### config.mk
export PLATFORM = sky130hd
export DESIGN_NAME = vgpc_regs
export DESIGN_NICKNAME = d
export VERILOG_FILES = /design/src/include/vgpc_pkg.sv /design/src/design/vgpc_regs.sv /design/src/design/vgpc_pwm_ratio.sv
export SDC_FILE = /design/constraint.sdc
export NUM_CORES = 1
export LEC_CHECK = 0
export BUFFER_PORTS_ARGS = -buffer_cell sky130_fd_sc_hd__buf_2
export CORE_MARGIN = 2
export CORE_UTILIZATION = 35
export DETAILED_ROUTE_END_ITERATION = 10
export PLACE_DENSITY = 0.65
export SYNTH_ARGS = -nofsm -noshare
export SYNTH_HDL_FRONTEND = slang
export SYNTH_SLANG_ARGS = --single-unit
### constraint.sdc
create_clock -name clk_i -period 3.6 [get_ports clk_i]
set_input_delay 0.72 -clock clk_i [delete_from_list [all_inputs] [get_ports clk_i]]
set_output_delay 0.72 -clock clk_i [all_outputs]
set_load 0.02 [all_outputs]
### src/include/vgpc_pkg.sv
package vgpc_pkg;
    localparam logic [7:0] VGPC_VOL_OFFS       = 8'h04;
    localparam logic [7:0] VGPC_ANA_OFFS       = 8'h06;
    localparam logic [7:0] VGPC_VOL_RST        = 8'hcf;
    localparam logic [7:0] VGPC_VOL_MIN_CODE   = 8'h07;
    localparam logic [7:0] VGPC_VOL_MAX_CODE   = 8'hff;
    localparam logic [7:0] VGPC_ANA_RST        = 8'h55;
    localparam int         VGPC_ANA_RSV_HI_POS = 7;
    localparam int         VGPC_ANA_RATE_POS   = 4;
    localparam int         VGPC_ANA_GAIN_POS   = 2;
    localparam int         VGPC_ANA_RSV_LO_POS = 0;
    localparam logic [2:0] VGPC_RATE_RST       = 3'h5;
    localparam logic [1:0] VGPC_GAIN_RST       = 2'h1;
    localparam logic [1:0] VGPC_RSV_LO_VAL     = 2'h1;
    localparam logic [4:0] VGPC_RATIO_RST      = 5'h10;
    // Level in half-dB units: code 0x07 is -200, 0xcf is 0, 0xff is +48
    localparam logic [8:0] VGPC_ZERO_DB_CODE   = 9'h0cf;
    // Output level at full scale, in 0.1 dBV units, per gain code
    localparam logic [8:0] VGPC_GAIN_DBV_00    = 9'h0c0;
    localparam logic [8:0] VGPC_GAIN_DBV_01    = 9'h0cf;
    localparam logic [8:0] VGPC_GAIN_DBV_10    = 9'h0eb;
    localparam logic [8:0] VGPC_GAIN_DBV_11    = 9'h107;
    localparam int         VGPC_RAMP_STEP_CYC  = 4;

    typedef enum logic [1:0] {
        VGPC_PLAY,
        VGPC_RAMP,
        VGPC_IDLE
    } vgpc_mute_state_t;
endpackage

### src/design/vgpc_regs.sv
// Behaviour
// - Volume code maps -100 dB to +24 dB in half-dB steps.
// - 0xff is +24 dB, 0x07 is -100 dB, 0xcf is 0 dB; resets 0xcf.
// - Volume code below 0x07 mutes like the mute bit but skips the ramp: applied code jumps to it and goes idle.
// - 3-bit code locks PWM rate to frame clock; double speed halves ratio.
// - PWM rate field resets to 101: 16x single, 8x double speed.
// - Gain code 00..11 gives 19.2, 20.7, 23.5, 26.3 dBV; resets 01.
// - Speed select: 0 single speed (reset), 1 double; picks ratio column.
// - Mute ramps volume down then idles; clearing leaves mute; resets clear.
`timescale 1ns/1ps
`default_nettype none
module vgpc_regs
    import vgpc_pkg::*;
(
    input  wire logic       clk_i,
    input  wire logic       rst_i,
    input  wire logic       clk_en_i,
    input  wire logic       wr_en_i,
    input  wire logic       rd_en_i,
    input  wire logic [7:0] addr_i,
    input  wire logic [7:0] wdata_i,
    output logic      [7:0] rdata_o,
    output logic            rd_valid_o,
    input  wire logic       speed_select_i,
    input  wire logic       mute_i,
    output logic      [7:0] volume_code_o,
    output logic signed [8:0] level_half_db_o,
    output logic            mute_active_o,
    output logic            idle_audio_o,
    output logic      [7:0] applied_code_o,
    output logic      [2:0] pwm_rate_o,
    output logic      [4:0] pwm_ratio_o,
    output logic      [1:0] analog_gain_o,
    output logic      [8:0] gain_dbv_x10_o
);
    logic [7:0]       vol_r;
    logic [7:0]       ana_r;
    logic [7:0]       ramp_r;
    logic [7:0]       rdata_r;
    logic             rd_valid_r;
    logic [1:0]       step_cnt_r;
    logic [4:0]       ratio_r;
    logic [4:0]       ratio_nxt;
    logic             mute_req;
    vgpc_mute_state_t mstate_r;

    function automatic logic [8:0] gain_dbv(input logic [1:0] code);
        case (code)
            2'h0:    gain_dbv = VGPC_GAIN_DBV_00;
            2'h1:    gain_dbv = VGPC_GAIN_DBV_01;
            2'h2:    gain_dbv = VGPC_GAIN_DBV_10;
            default: gain_dbv = VGPC_GAIN_DBV_11;
        endcase
    endfunction

    // Register writes; reserved bits stored as written
    always_ff @(posedge clk_i or posedge rst_i) begin
        if (rst_i) begin
            vol_r <= VGPC_VOL_RST;
            ana_r <= VGPC_ANA_RST;
        end else if (clk_en_i && wr_en_i) begin
            if (addr_i == VGPC_VOL_OFFS)
                vol_r <= wdata_i;
            if (addr_i == VGPC_ANA_OFFS)
                ana_r <= wdata_i;
        end
    end

    // Registered read data; unmapped offsets read zero
    always_ff @(posedge clk_i or posedge rst_i) begin
        if (rst_i) begin
            rdata_r    <= 8'h00;
            rd_valid_r <= 1'b0;
        end else if (clk_en_i) begin
            rd_valid_r <= rd_en_i;
            if (rd_en_i) begin
                if (addr_i == VGPC_VOL_OFFS)
                    rdata_r <= vol_r;
                else if (addr_i == VGPC_ANA_OFFS)
                    rdata_r <= ana_r;
                else
                    rdata_r <= 8'h00;
            end
        end
    end

    assign rdata_o    = rdata_r;
    assign rd_valid_o = rd_valid_r;

    // Low codes are folded into the same mute path as the mute bit
    assign mute_req = mute_i || (vol_r < VGPC_VOL_MIN_CODE);

    // Ramp walks the applied code one half-dB step per few cycles to avoid pops
    always_ff @(posedge clk_i or posedge rst_i) begin
        if (rst_i) begin
            mstate_r   <= VGPC_PLAY;
            ramp_r     <= VGPC_VOL_RST;
            step_cnt_r <= 2'h0;
        end else if (clk_en_i) begin
            step_cnt_r <= step_cnt_r + 2'h1;
            case (mstate_r)
                VGPC_PLAY: begin
                    ramp_r <= vol_r;
                    if (mute_req)
                        mstate_r <= VGPC_RAMP;
                end
                VGPC_RAMP: begin
                    if (!mute_req) begin
                        mstate_r <= VGPC_PLAY;
                    end else if (ramp_r <= VGPC_VOL_MIN_CODE) begin
                        mstate_r <= VGPC_IDLE;
                    end else if (step_cnt_r == 2'(VGPC_RAMP_STEP_CYC - 1)) begin
                        ramp_r <= ramp_r - 8'h01;
                    end
                end
                VGPC_IDLE: begin
                    if (!mute_req)
                        mstate_r <= VGPC_PLAY;
                end
                default: mstate_r <= VGPC_PLAY;
            endcase
        end
    end

    assign mute_active_o  = (mstate_r != VGPC_PLAY);
    assign idle_audio_o   = (mstate_r == VGPC_IDLE);
    assign applied_code_o = ramp_r;
    assign volume_code_o  = vol_r;
    // Half-dB steps about the 0 dB code, valid from 0x07 up to 0xff
    assign level_half_db_o = $signed({1'b0, vol_r}) - $signed(VGPC_ZERO_DB_CODE);

    assign pwm_rate_o     = ana_r[VGPC_ANA_RATE_POS +: 3];
    assign analog_gain_o  = ana_r[VGPC_ANA_GAIN_POS +: 2];
    assign gain_dbv_x10_o = gain_dbv(analog_gain_o);

    vgpc_pwm_ratio u_ratio (
        .rate_code_i    (pwm_rate_o),
        .speed_select_i (speed_select_i),
        .ratio_o        (ratio_nxt)
    );

    // Ratio registered so the PWM lock sees a glitch-free value
    always_ff @(posedge clk_i or posedge rst_i) begin
        if (rst_i)
            ratio_r <= VGPC_RATIO_RST;
        else if (clk_en_i)
            ratio_r <= ratio_nxt;
    end
    assign pwm_ratio_o = ratio_r;

    a_vol_readback: assert property (@(posedge clk_i) disable iff (rst_i)
        (clk_en_i && wr_en_i && addr_i == VGPC_VOL_OFFS) |=> (vol_r == $past(wdata_i)))
        else $error("volume register lost write");
    a_low_code_mutes: assert property (@(posedge clk_i) disable iff (rst_i)
        (clk_en_i && vol_r < VGPC_VOL_MIN_CODE && mstate_r == VGPC_PLAY) |=> mute_active_o)
        else $error("low volume code did not mute");
    a_zero_db_code: assert property (@(posedge clk_i) disable iff (rst_i)
        (vol_r == VGPC_ZERO_DB_CODE[7:0]) |-> (level_half_db_o == 9'sd0))
        else $error("0 dB code mismatch");
    a_level_max: assert property (@(posedge clk_i) disable iff (rst_i)
        (vol_r == VGPC_VOL_MAX_CODE) |-> (level_half_db_o == 9'sd48))
        else $error("top code not +24 dB");
    a_ratio_double: assert property (@(posedge clk_i) disable iff (rst_i)
        (clk_en_i && speed_select_i && pwm_rate_o == VGPC_RATE_RST) |=> (pwm_ratio_o == 5'd8))
        else $error("double speed ratio wrong");
    a_ratio_single: assert property (@(posedge clk_i) disable iff (rst_i)
        (clk_en_i && !speed_select_i && pwm_rate_o == 3'h7) |=> (pwm_ratio_o == 5'd24))
        else $error("single speed ratio wrong");
    a_gain_map: assert property (@(posedge clk_i) disable iff (rst_i)
        (analog_gain_o == VGPC_GAIN_RST) |-> (gain_dbv_x10_o == 9'd207))
        else $error("gain code 01 not 20.7 dBV");
    a_unmute_exit: assert property (@(posedge clk_i) disable iff (rst_i)
        (clk_en_i && idle_audio_o && !mute_req) |=> !mute_active_o)
        else $error("mute not left");
    a_ana_reset: assert property (@(posedge clk_i)
        $fell(rst_i) |-> (pwm_rate_o == VGPC_RATE_RST
            && ana_r[VGPC_ANA_RSV_LO_POS +: 2] == VGPC_RSV_LO_VAL && !ana_r[VGPC_ANA_RSV_HI_POS]))
        else $error("analog reset value wrong");
    a_vol_reset: assert property (@(posedge clk_i)
        $fell(rst_i)
        |-> (vol_r == VGPC_VOL_RST && !mute_active_o))
        else $error("volume reset value wrong");
    a_level_min: assert property (@(posedge clk_i) disable iff (rst_i)
        (vol_r == VGPC_VOL_MIN_CODE)
        |-> (level_half_db_o == 9'h138))
        else $error("bottom code not -100 dB");
    a_ratio_single_rst: assert property (@(posedge clk_i) disable iff (rst_i)
        (clk_en_i && !speed_select_i && pwm_rate_o == VGPC_RATE_RST)
        |=> (pwm_ratio_o == 5'h10))
        else $error("single speed default ratio wrong");

    // Mute path: the ramp must be gradual and must end in idle audio
    a_mute_bit_enters: assert property (@(posedge clk_i) disable iff (rst_i)
        (clk_en_i && mute_i && mstate_r == VGPC_PLAY)
        |=> mute_active_o)
        else $error("mute bit did not start the ramp");
    a_ramp_one_step: assert property (@(posedge clk_i) disable iff (rst_i)
        (clk_en_i && mstate_r == VGPC_RAMP)
        |=> (ramp_r == $past(ramp_r) || ramp_r == $past(ramp_r) - 8'h01))
        else $error("ramp moved more than one step");
    a_ramp_ends_idle: assert property (@(posedge clk_i) disable iff (rst_i)
        (clk_en_i && mstate_r == VGPC_RAMP && mute_req && ramp_r <= VGPC_VOL_MIN_CODE)
        |=> idle_audio_o)
        else $error("ramp did not end in idle audio");
    a_idle_floor: assert property (@(posedge clk_i) disable iff (rst_i)
        idle_audio_o
        |-> (applied_code_o <= VGPC_VOL_MIN_CODE))
        else $error("idle audio above the bottom code");

    // Bus answer: one enabled cycle later, unmapped offsets read zero
    a_rd_valid_pulse: assert property (@(posedge clk_i) disable iff (rst_i)
        (clk_en_i && rd_en_i)
        |=> rd_valid_o)
        else $error("read not answered");
    a_ana_readback: assert property (@(posedge clk_i) disable iff (rst_i)
        (clk_en_i && rd_en_i && addr_i == VGPC_ANA_OFFS)
        |=> (rdata_o == $past(ana_r)))
        else $error("analog register read back wrong");
    a_unmapped_zero: assert property (@(posedge clk_i) disable iff (rst_i)
        (clk_en_i && rd_en_i && addr_i != VGPC_VOL_OFFS && addr_i != VGPC_ANA_OFFS)
        |=> (rdata_o == 8'h00))
        else $error("unmapped offset read not zero");
    a_enable_freeze: assert property (@(posedge clk_i) disable iff (rst_i)
        !clk_en_i
        |=> ($stable(vol_r) && $stable(ana_r) && $stable(rdata_o) && $stable(mstate_r)))
        else $error("state moved while enable low");
endmodule
`default_nettype wire

### src/design/vgpc_pwm_ratio.sv
`timescale 1ns/1ps
`default_nettype none
module vgpc_pwm_ratio
    import vgpc_pkg::*;
(
    input  wire logic [2:0] rate_code_i,
    input  wire logic       speed_select_i,
    output logic      [4:0] ratio_o
);
    logic [4:0] single_ratio;

    always_comb begin
        case (rate_code_i)
            3'h0:    single_ratio = 5'h06;
            3'h1:    single_ratio = 5'h08;
            3'h2:    single_ratio = 5'h0a;
            3'h3:    single_ratio = 5'h0c;
            3'h4:    single_ratio = 5'h0e;
            3'h5:    single_ratio = 5'h10;
            3'h6:    single_ratio = 5'h14;
            default: single_ratio = 5'h18;
        endcase
    end

    // Double speed halves every ratio; all single ratios are even
    assign ratio_o = speed_select_i ? {1'b0, single_ratio[4:1]} : single_ratio;
endmodule
`default_nettype wire

Word level (Yosys, flattened, before mapping). Cells that the tools add are included.

Flip-flop bits (word level): 42. Input bits: 23. Output and inout bits: 55. Word-level logic and storage cells: 58.

Add/sub/neg operators: 3. $lt $le $gt $ge: 2. Equal/unequal tests: 19. Mux-type cells: 14. Reduce and logical (&&, ||, !) cells: 12.

Operators by type and width (number): $mux 8 (5); $pmux 5 s7 (1); $pmux 9 s3 (1); $eq 8x3->1 const B (2); $pmux 8 s2 (1); $ne 2x2->1 const B (5); $eq 3x3->1 const B (3); $sub 8x8->9 const B (1); $le 8x3->1 const B (1); $lt 8x3->1 const B (1); $mux 2 (4); $sub 8x1->8 const B (1); $eq 2x2->1 const B (3); $eq 3x2->1 const B (2); $pmux 2 s3 (1); $reduce_and 2->1 (3); $mux 5 (1); $reduce_and 5->1 (1); $eq 2x1->1 const B (2); $logic_not 2->1 (2); $reduce_and 4->1 (1); $reduce_bool 2->1 (2); $eq 3x1->1 const B (1); $logic_not 3->1 (1); other kinds (4) (4).

Longest topological paths before layout. Gate-level depths: netlist (run 1).

Word-level depth: 5. Depth in mapped cells: 6. Depth with buffers taken out: 6.

Hierarchy. A second synthesis (run 1) with hierarchy kept.

Cells, all modules: 233. Area, all modules: 2406.1 µm².

Modules (own cells, without submodules): vgpc_regs (instances 1, cells an instance 213, area each 2240.9 µm², seq. area each 1072.3 µm²); vgpc_pwm_ratio (instances 1, cells an instance 20, area each 165.2 µm², seq. area each 0.0 µm²).

Least setup slack after synthesis (run 1). Ideal clock, no wire load.

Path type: input-to-reg. Start: input port addr_i[6]. End: register ana_r[1]. Library setup time: 0.125 ns. Data arrival time: 2.241 ns. Required time: 3.475 ns. Slack: 1.234 ns. Stages on the path: 4. Buffers on the path: 1. Cell sequence: or4b_4 > or4_4 > buf_6 > mux2_4.

Word-level cells in the longest chain between the ends: 2.

RTL lines: start: declaration (RTL line vgpc_regs.sv:20) `input wire logic [7:0] addr_i,`; $eq 8x3->1 (RTL line vgpc_regs.sv:64) `if (addr_i == VGPC_ANA_OFFS)`; $reduce_and 2->1 (no source line); end signal: assignment (RTL line vgpc_regs.sv:65) `ana_r <= wdata_i;`; end: declaration (RTL line vgpc_regs.sv:37) `logic [7:0] ana_r;`.

No other way between the ends. A chain may end at the register's enable or synchronous reset.

Worst setup path in the final report (run 1).
Start: register vol_r[0], in the netlist volume_code_o[0]. End: output port level_half_db_o[6].

Word-level cells in the longest chain between the ends: 1.

RTL lines: start: declaration (RTL line vgpc_regs.sv:36) `logic [7:0] vol_r;`; start signal: assignment (RTL line vgpc_regs.sv:63) `vol_r <= wdata_i;`; $sub 8x8->9 (RTL line vgpc_regs.sv:130) `assign level_half_db_o = $signed({1'b0, vol_r}) - $signed(VGPC_ZERO_DB_CODE);`; end: declaration (RTL line vgpc_regs.sv:27) `output logic signed [8:0] level_half_db_o,`.

No other way between the ends.

==> metrics.md, run 1 <==
| Metric | Value |
|---|---|
| Crit-path leading delay family | `flip-flops` |
| Largest net degree at the start of global routing | `43` |
| Gr ovfl total | `0` |
| Layout Skew | `0.00638 ns` |
| Period minus WS final | `2.57 ns` |
| Slew HR | `0.474` |
| Setup TNS | `0 ns` |
| Sink Count | `42` |
| Cell count after placement | `374` |
| Port buffer count | `76` |
| CTS tree | `done` |
| Leakage dissipation | `0.00138 uW` |
| DR pass1 iterations | `4` |
| Async set-reset flop share out of synthesis | `1.00` |
| Critical-path cell list | `ha_1, nand3_1, nand2_1, xor2_1, buf_2` |
| Diode count | `0` |
| Area share of the largest cell type after synthesis | `0.258` |
| WL per Instance | `15.1 um` |
| # rows | `30` |
| Worst hold path type | `reg2reg` |
| Register area share after synthesis | `0.442` |
| CORE AREA | `0.00676 mm^2` |
| CP Launch Type | `flop` |
| Clk slew on worst S/H paths | `0.09 ns` |
| Hold buffers post-CTS | `0` |
| Syn_area_per_cell | `10.3 um^2` |
| Top cells by count, synth | `dfrtp_1 (25), o21ai_0 (19), dfstp_2 (17), nand2_1 (16), inv_1 (15)` |
| Slowest cell on crit path | `dfstp_2` |
| Vias in the first global route | `1882` |
| Post-Route WL | `5760 um` |
| Layout cell share with drive strength beyond 1 | `0.421` |
| Yosys cell types | `52` |
| Mapped cell area | `0.00242 mm^2` |
| Die Wd | `87.2 um` |
| #FFs+latches synth | `42` |
| Worst-margin pin slew | `0.782 ns` |
| Buf/Inv on CP | `1` |
| Final setup violation count | `0` |
| Max Fclk | `388 MHz` |
| Area leader, netlist | `dfrtp_1` |
| Die area | `0.00761 mm^2` |
| Routed vias/inst | `5.22` |
| Max-cap violations | `0` |
| Slowest stage delay, CP | `0.64 ns` |
| CP endpoint kind | `primary output` |
| CP required | `2.88 ns` |
| HPWL Detailed | `4170 um` |
| Root Buffer Master | `clkbuf_8` |
| Crit path kind | `reg2out` |
| # DRC | `0` |
| Clk buf depth | `2` |
| Number of flops mapped to enable cells by yosys | `0` |
| First-pass GRT wire length | `9400 um` |
| Crit path DAT | `1.85 ns` |
| Status | `finished, final reports clean` |
| Worst VDD drop | `355 uV` |
| Cell count after synthesis | `236` |
| Main synth FF type | `dfrtp_1` |
| GPL Wtd Cong | `0.829` |
| Power Density | `537 mW/mm^2` |
| Tot GR Track Use | `0.159` |
| Initial antenna violation count | `0` |
| Unrepaired setup endpoints after global routing | `no` |
| Mapped Nets | `266` |
| Yosys warns | `0` |
| Routed Antenna Nets | `0` |
| Starting DRC count in detailed routing | `109` |
| Final-report hold violation count | `0` |
| Via count | `1995` |
| Final total power | `1550 uW` |
| Top cells by area, synth | `dfrtp_1 (26%), dfstp_2 (18%), mux2_4 (5.0%)` |
| Die extent in y | `87.2 um` |
| Clock latency on the worst-skew pair | `0.30 ns` |
| Most frequent cell after synthesis | `dfrtp_1` |
| CTS buffer count | `5` |
| Layout Nets | `331` |
| Post-CTS sizing | `0` |
| Area grow syn2layout | `19.4%` |
| Initial Util | `0.359` |
| Non-filler cells, final | `382` |
| Period utilization | `0.715` |
| Post-CTS Setup Inserts | `0` |
| Worst-path fanout max | `8` |
| I/O pins | `78` |
| H-tree depth | `2` |
| Max Slew Vio Count | `0` |
==> layout make-up <==
type,count,area (um^2)
sequential,42,1070
clock buffer,5,68.8
inverter,15,56.3
fill,683,3860
tap,80,100
clock inverter,3,21.3
timing repair buffer,77,388
multi-input combinational,160,1190
==> cell usage in the layout, fill, tap and decap left out, types with 9 or more instances in the layout <==
cell type and instances:
nor3_1 10, nor2_1 12, a22oi_1 9, buf_2 76, mux2_2 10, dfrtp_1 25
dfstp_2 17, inv_1 15, nand2_1 16, o21ai_0 19
==> flip-flops by register name, indices dropped and copies added (netlist names) <==
name / cells
ana_r: 8
rdata_o: 8
pwm_ratio_o: 5
mstate_r: 2
applied_code_o: 8
step_cnt_r: 2
rd_valid_o: 1
volume_code_o: 8
==> final timing paths <==
check,from,to,slack [ns],cells past startpoint
setup reg to reg,volume_code_o[0]$_DFFE_PP1P_,applied_code_o[1]$_DFFE_PP1P_,1.36,5
hold / removal,pwm_ratio_o[1]$_DFFE_PP0P_,pwm_ratio_o[1]$_DFFE_PP0P_,0.48,1
setup / recovery,volume_code_o[0]$_DFFE_PP1P_,level_half_db_o[6],1.03,5
min in group asynchronous,rst_i,mstate_r[0]$_DFFE_PP0P_,0.53,3
max in group asynchronous,rst_i,volume_code_o[1]$_DFFE_PP1P_,2.69,3
hold reg to reg,pwm_ratio_o[1]$_DFFE_PP0P_,pwm_ratio_o[1]$_DFFE_PP0P_,0.48,1
==> power by group <==
group | switching, uW | leakage, uW | internal [uW] | total, uW
registers | 97.5 | 0.000501 | 574 | 671
clock network | 177 | 0.0000441 | 136 | 313
logic | 348 | 0.000835 | 220 | 568
==> metal layers <==
layer	global-route usage	share of wire
met4	0.0531	0.014
met3	0.0313	0.074
met2	0.251	0.45
met5	0	0
met1	0.218	0.46
==> cell families (layout without fill, tap and decap cells) <==
kind of cell / count (synthesis) / count (layout) / share of synthesized area
xor+xnor: 7 / 7 / 0.0253
simple gates: 65 / 65 / 0.147
compound gates: 60 / 60 / 0.175
buf+inv: 34 / 100 / 0.0681
other cells: 1 / 1 / 0.00155
flops: 42 / 42 / 0.442
fa+ha+maj: 7 / 7 / 0.0361
mux: 20 / 20 / 0.104
==> stage by stage <==
step	hold WS, ns	utilization	cell area (um^2)	setup slack [ns]
2_1_floorplan	0.448	-	2420	1.23
3_3_place_gp	0.456	0.415	2800	1.10
5_1_grt	0.498	0.428	2890	0.914
4_1_cts	0.481	0.428	2890	1.03
3_5_place_dp	0.467	0.415	2800	1.05
6_report	0.478	0.428	2890	1.03
Power figures use the tool's default switching activity.
==> run 2, diff against run 1 <==
clock period = 2.7 ns   (was 3.6 ns; I/O delays follow)
==> metrics.md, run 2 (same netlist as run 1, synthesis figures left out) <==
| Metric | Value |
|---|---|
| Status | `finished, final reports clean` |
| Worst-margin pin slew | `0.604 ns` |
| Layout Skew | `0.0108 ns` |
| Clk slew on worst S/H paths | `0.09 ns` |
| CP required | `2.16 ns` |
| Period utilization | `0.825` |
| Setup TNS | `0 ns` |
| Die extent in y | `87.2 um` |
| HPWL Detailed | `4380 um` |
| # rows | `30` |
| Routed vias/inst | `5.24` |
| Final Util | `0.444` |
| Tot GR Track Use | `0.160` |
| Final setup violation count | `0` |
| Initial antenna violation count | `0` |
| Clk buf depth | `2` |
| Slowest stage delay, CP | `0.56 ns` |
| Hold buffers post-CTS | `0` |
| Layout Nets | `339` |
| Switch Pwr | `837 uW` |
| Crit-path leading delay family | `flip-flops` |
| Power Density | `760 mW/mm^2` |
| Crit path kind | `reg2out` |
| Min Hold Slack | `0.358 ns` |
| Root Buffer Master | `clkbuf_8` |
| Power share of the combinational group | `0.342` |
| Layout cell share with drive strength beyond 1 | `0.435` |
| Critical-path cell list | `ha_1, nand3_1, nand2_1, xor2_1, buf_2` |
| Max-cap violations | `0` |
| Unrepaired setup endpoints after global routing | `no` |
| Port buffer count | `76` |
| Clk pwr share | `0.267` |
| Max Slew Vio Count | `0` |
| Post-CTS Setup Inserts | `0` |
| Die Wd | `87.2 um` |
| Largest net degree at the start of global routing | `43` |
| Area grow syn2layout | `23.8%` |
| Period minus WS final | `2.23 ns` |
| Leakage dissipation | `0.00145 uW` |
| Worst hold path type | `in2async` |
| Most frequent cells in the layout | `buf_2 (76), dfrtp_1 (25), o21ai_0 (19)` |
| Final-report hold violation count | `0` |
| Post-Route WL | `5950 um` |
| Diode count | `0` |
| Starting DRC count in detailed routing | `83` |
| Crit path DAT | `1.69 ns` |
| Int Pwr | `1440 uW` |
| First-pass GRT wire length | `9400 um` |
| Sink Count | `42` |
| Via count | `2042` |
| # DRC | `0` |
| CP Launch Type | `flop` |
| Buf/Inv on CP | `1` |
| Sw Share | `0.367` |
| H-tree depth | `2` |
| Worst-path fanout max | `3` |
| Gr ovfl total | `0` |
| Initial Util | `0.359` |
| Slowest cell on crit path | `dfstp_2` |
| CORE AREA | `0.00676 mm^2` |
| WL per Instance | `15.3 um` |
| Post-CTS sizing | `0` |
| Non-filler cells, final | `390` |
| I/O pins | `78` |
| CP endpoint kind | `primary output` |
| Vias in the first global route | `1847` |
| Cell count after placement | `382` |
| Die area | `0.00761 mm^2` |
| Slew HR | `0.597` |
| GPL Wtd Cong | `0.799` |
| Worst VDD drop | `455 uV` |
| Sequential share of power | `0.391` |
| Routed Antenna Nets | `0` |
| DR pass1 iterations | `4` |
| Clock latency on the worst-skew pair | `0.30 ns` |
| Max Fclk | `449 MHz` |
| CTS tree | `done` |
| Commonest non-fill, non-tap cell in the layout | `buf_2` |
| CTS buffer count | `5` |
run 2: through the flow:
stage	setup WS (ns)	area, um^2	power [uW]
finish	0.472	3000	2280
global placement	0.394	2860	1670
global route	0.373	3000	2430
CTS	0.459	3000	2300
floorplan	0.514	2420	1450
detailed placement	0.373	2860	1680
run 2: power by group through the flow:
stage	clock [uW]	sequential (uW)	combinational [uW]
2_1_floorplan	0	958	497
3_3_place_gp	0	901	768
3_5_place_dp	0	903	778
4_1_cts	623	892	785
5_1_grt	652	912	865
6_report	610	891	779
run 2: path summary, 6_finish.rpt:
path | endpoint | slack [ns] | start | cells past startpoint
worst max-delay path | level_half_db_o[6] | 0.47 | volume_code_o[0]$_DFFE_PP1P_ | 5
worst min-delay path | volume_code_o[4]$_DFFE_PP0P_ | 0.36 | rst_i | 3
worst max register to register | applied_code_o[1]$_DFFE_PP1P_ | 0.67 | applied_code_o[4]$_DFFE_PP0P_ | 4
worst min register to register | pwm_ratio_o[1]$_DFFE_PP0P_ | 0.48 | pwm_ratio_o[1]$_DFFE_PP0P_ | 1
max in group asynchronous | ana_r[2]$_DFFE_PP1P_ | 1.96 | rst_i | 3
min in group clk_i | volume_code_o[0]$_DFFE_PP1P_ | 0.47 | wdata_i[0] | 3
run 2: cell type report:
cell class	instances	area, um^2
tap	80	100
timing repair buffer	85	448
clock inverter	3	68.8
inverter	15	56.3
multi-input combinational	160	1190
fill	698	3760
clock buffer	5	68.8
sequential	42	1070
run 2: worst min-delay path, cell delays in order:
cell,delay (ns)
buf_2,0.09
inv_1,0.04
buf_4,0.44
run 2: per-layer routing:
layer	share of wire	track usage	vias to the layer above
li1	-	-	990
met1	0.48	0.220	978
met2	0.46	0.255	68
met3	0.056	0.0379	6
met4	0.011	0.0420	0
met5	0	0	-
==> run 3, diff against run 2 <==
clock period = 2.2 ns   (was 2.7 ns; I/O delays follow)
==> metrics.md, run 3 (same netlist as run 1, synthesis figures left out) <==
| Metric | Value |
|---|---|
| Layout Skew | `0.0136 ns` |
| Leakage dissipation | `0.00147 uW` |
| Die extent in y | `87.2 um` |
| # DRC | `0` |
| Die area | `0.00761 mm^2` |
| Post-route cell area | `0.00304 mm^2` |
| Period minus WS final | `2.11 ns` |
| Commonest non-fill, non-tap cell in the layout | `buf_2` |
| Crit path kind | `reg2out` |
| Sink Count | `42` |
| Layout cell share with drive strength beyond 1 | `0.451` |
| Slowest stage delay, CP | `0.56 ns` |
| Gr ovfl total | `0` |
| Slowest cell on crit path | `dfstp_2` |
| Post-Route WL | `6090 um` |
| Critical-path cell list | `ha_2, nand3_1, nand2_1, xor2_1, buf_4` |
| Clock latency on the worst-skew pair | `0.30 ns` |
| Worst setup margin | `0.0863 ns` |
| Clk pwr share | `0.232` |
| CP Launch Type | `flop` |
| Power Density | `900 mW/mm^2` |
| Worst-path fanout max | `3` |
| Unrepaired setup endpoints after global routing | `no` |
| Worst VDD drop | `553 uV` |
| CORE AREA | `0.00676 mm^2` |
| Most frequent cells in the layout | `buf_2 (74), dfrtp_1 (25), o21ai_0 (18), buf_4 (18), dfstp_2 (17)` |
| GPL Wtd Cong | `0.816` |
| Tot GR Track Use | `0.164` |
| Worst path depth | `5` |
| Period utilization | `0.961` |
| Root Buffer Master | `clkbuf_8` |
| Slew HR | `0.526` |
| Max-cap violations | `0` |
| Setup TNS | `0 ns` |
| Sequential share of power | `0.393` |
| Routed Antenna Nets | `0` |
| CTS tree | `done` |
| Power share of the combinational group | `0.375` |
| Sw Share | `0.380` |
| Port buffer count | `76` |
| # rows | `30` |
| Initial Util | `0.359` |
| Initial antenna violation count | `0` |
| Diode count | `0` |
| Final setup violation count | `0` |
| Hold buffers post-CTS | `0` |
| Worst-margin pin slew | `0.710 ns` |
| Crit-path leading delay family | `flip-flops` |
| Layout fillers | `675` |
| CP endpoint kind | `primary output` |
| CP required | `1.76 ns` |
| Die Wd | `87.2 um` |
| Final-report hold violation count | `0` |
| HPWL Detailed | `4550 um` |
| DP Worst Slack | `0.0263 ns` |
| First-pass GRT wire length | `9780 um` |
| Clk slew on worst S/H paths | `0.09 ns` |
| Status | `finished, final reports clean` |
| Area grow syn2layout | `25.2%` |
| Buf/Inv on CP | `1` |
| Vias in the first global route | `1924` |
| H-tree depth | `2` |
| Max Slew Vio Count | `0` |
| CTS buffer count | `5` |
| DR pass1 iterations | `4` |
| Clk buf depth | `2` |
| Int Pwr | `1690 uW` |
| WL per Instance | `15.3 um` |
| Largest net degree at the start of global routing | `30` |
| Cells on worst reg2reg path | `4` |
| Via count | `2044` |
| I/O pins | `78` |
| Layout Nets | `346` |
| Routed vias/inst | `5.15` |
| Switch Pwr | `1040 uW` |
| Starting DRC count in detailed routing | `106` |
| Max Fclk | `473 MHz` |
| Worst hold path type | `in2async` |
| DP Area | `0.00292 mm^2` |
| Crit path DAT | `1.67 ns` |
run 3: area by class of cell:
class | instances | area (um^2) | area share
multi-input cells | 160 | 1190 | 0.392
clock buffers | 5 | 68.8 | 0.0227
inverters | 15 | 56.3 | 0.0185
repair buffers | 92 | 505 | 0.167
clock inverters | 3 | 43.8 | 0.0144
well taps | 80 | 100 | 0.0330
flip-flops and latches | 42 | 1070 | 0.353
run 3: path summary, 6_finish.rpt:
check	start	endpoint	slack (ns)
min reg2reg	pwm_ratio_o[1]$_DFFE_PP0P_	pwm_ratio_o[1]$_DFFE_PP0P_	0.47
max	volume_code_o[1]$_DFFE_PP1P_	level_half_db_o[6]	0.09
min	rst_i	step_cnt_r[0]$_DFFE_PP0P_	0.14
min in group clk_i	wdata_i[1]	ana_r[1]$_DFFE_PP0P_	0.38
max reg2reg	volume_code_o[3]$_DFFE_PP1P_	applied_code_o[1]$_DFFE_PP1P_	0.26
max in group asynchronous	rst_i	pwm_ratio_o[4]$_DFFE_PP1P_	1.66
run 3: metrics by stage:
| step | utilization | hold slack, ns | power [uW] | instances |
|---|---|---|---|---|
| floorplan | - | 0.448 | 1790 | 236 |
| global placement | 0.431 | 0.457 | 2090 | 389 |
| detailed placement | 0.431 | 0.462 | 2110 | 389 |
| CTS | 0.448 | 0.145 | 2750 | 397 |
| global route | 0.449 | 0.161 | 2910 | 397 |
| finish | 0.449 | 0.143 | 2730 | 397 |
run 3: timing repair:
item	in CTS	in global routing
buffers inserted	0	0
setup endpoints to repair	0	2
gates resized for setup	0	4
run 3: power groups by stage:
stage / Combinational, uW / Sequential (uW) / Clock (uW)
final: 1030 / 1070 / 634
after detailed placement: 1020 / 1090 / 0
after global routing: 1140 / 1100 / 678
after global placement: 1010 / 1090 / 0
after floorplan: 609 / 1180 / 0
after CTS: 1030 / 1070 / 650
run 3: worst min-delay path, delay by kind of cell:
kind     cells  cell delay, ns
buf+inv      3            0.38
run 3: metal layers:
layer | GRT usage | up-vias | wire (um)
met3 | 0.0379 | 7 | 356
met2 | 0.264 | 68 | 2840
met4 | 0.0448 | 0 | 58
met5 | 0 | - | 0
li1 | - | 1003 | -
met1 | 0.222 | 966 | 2840
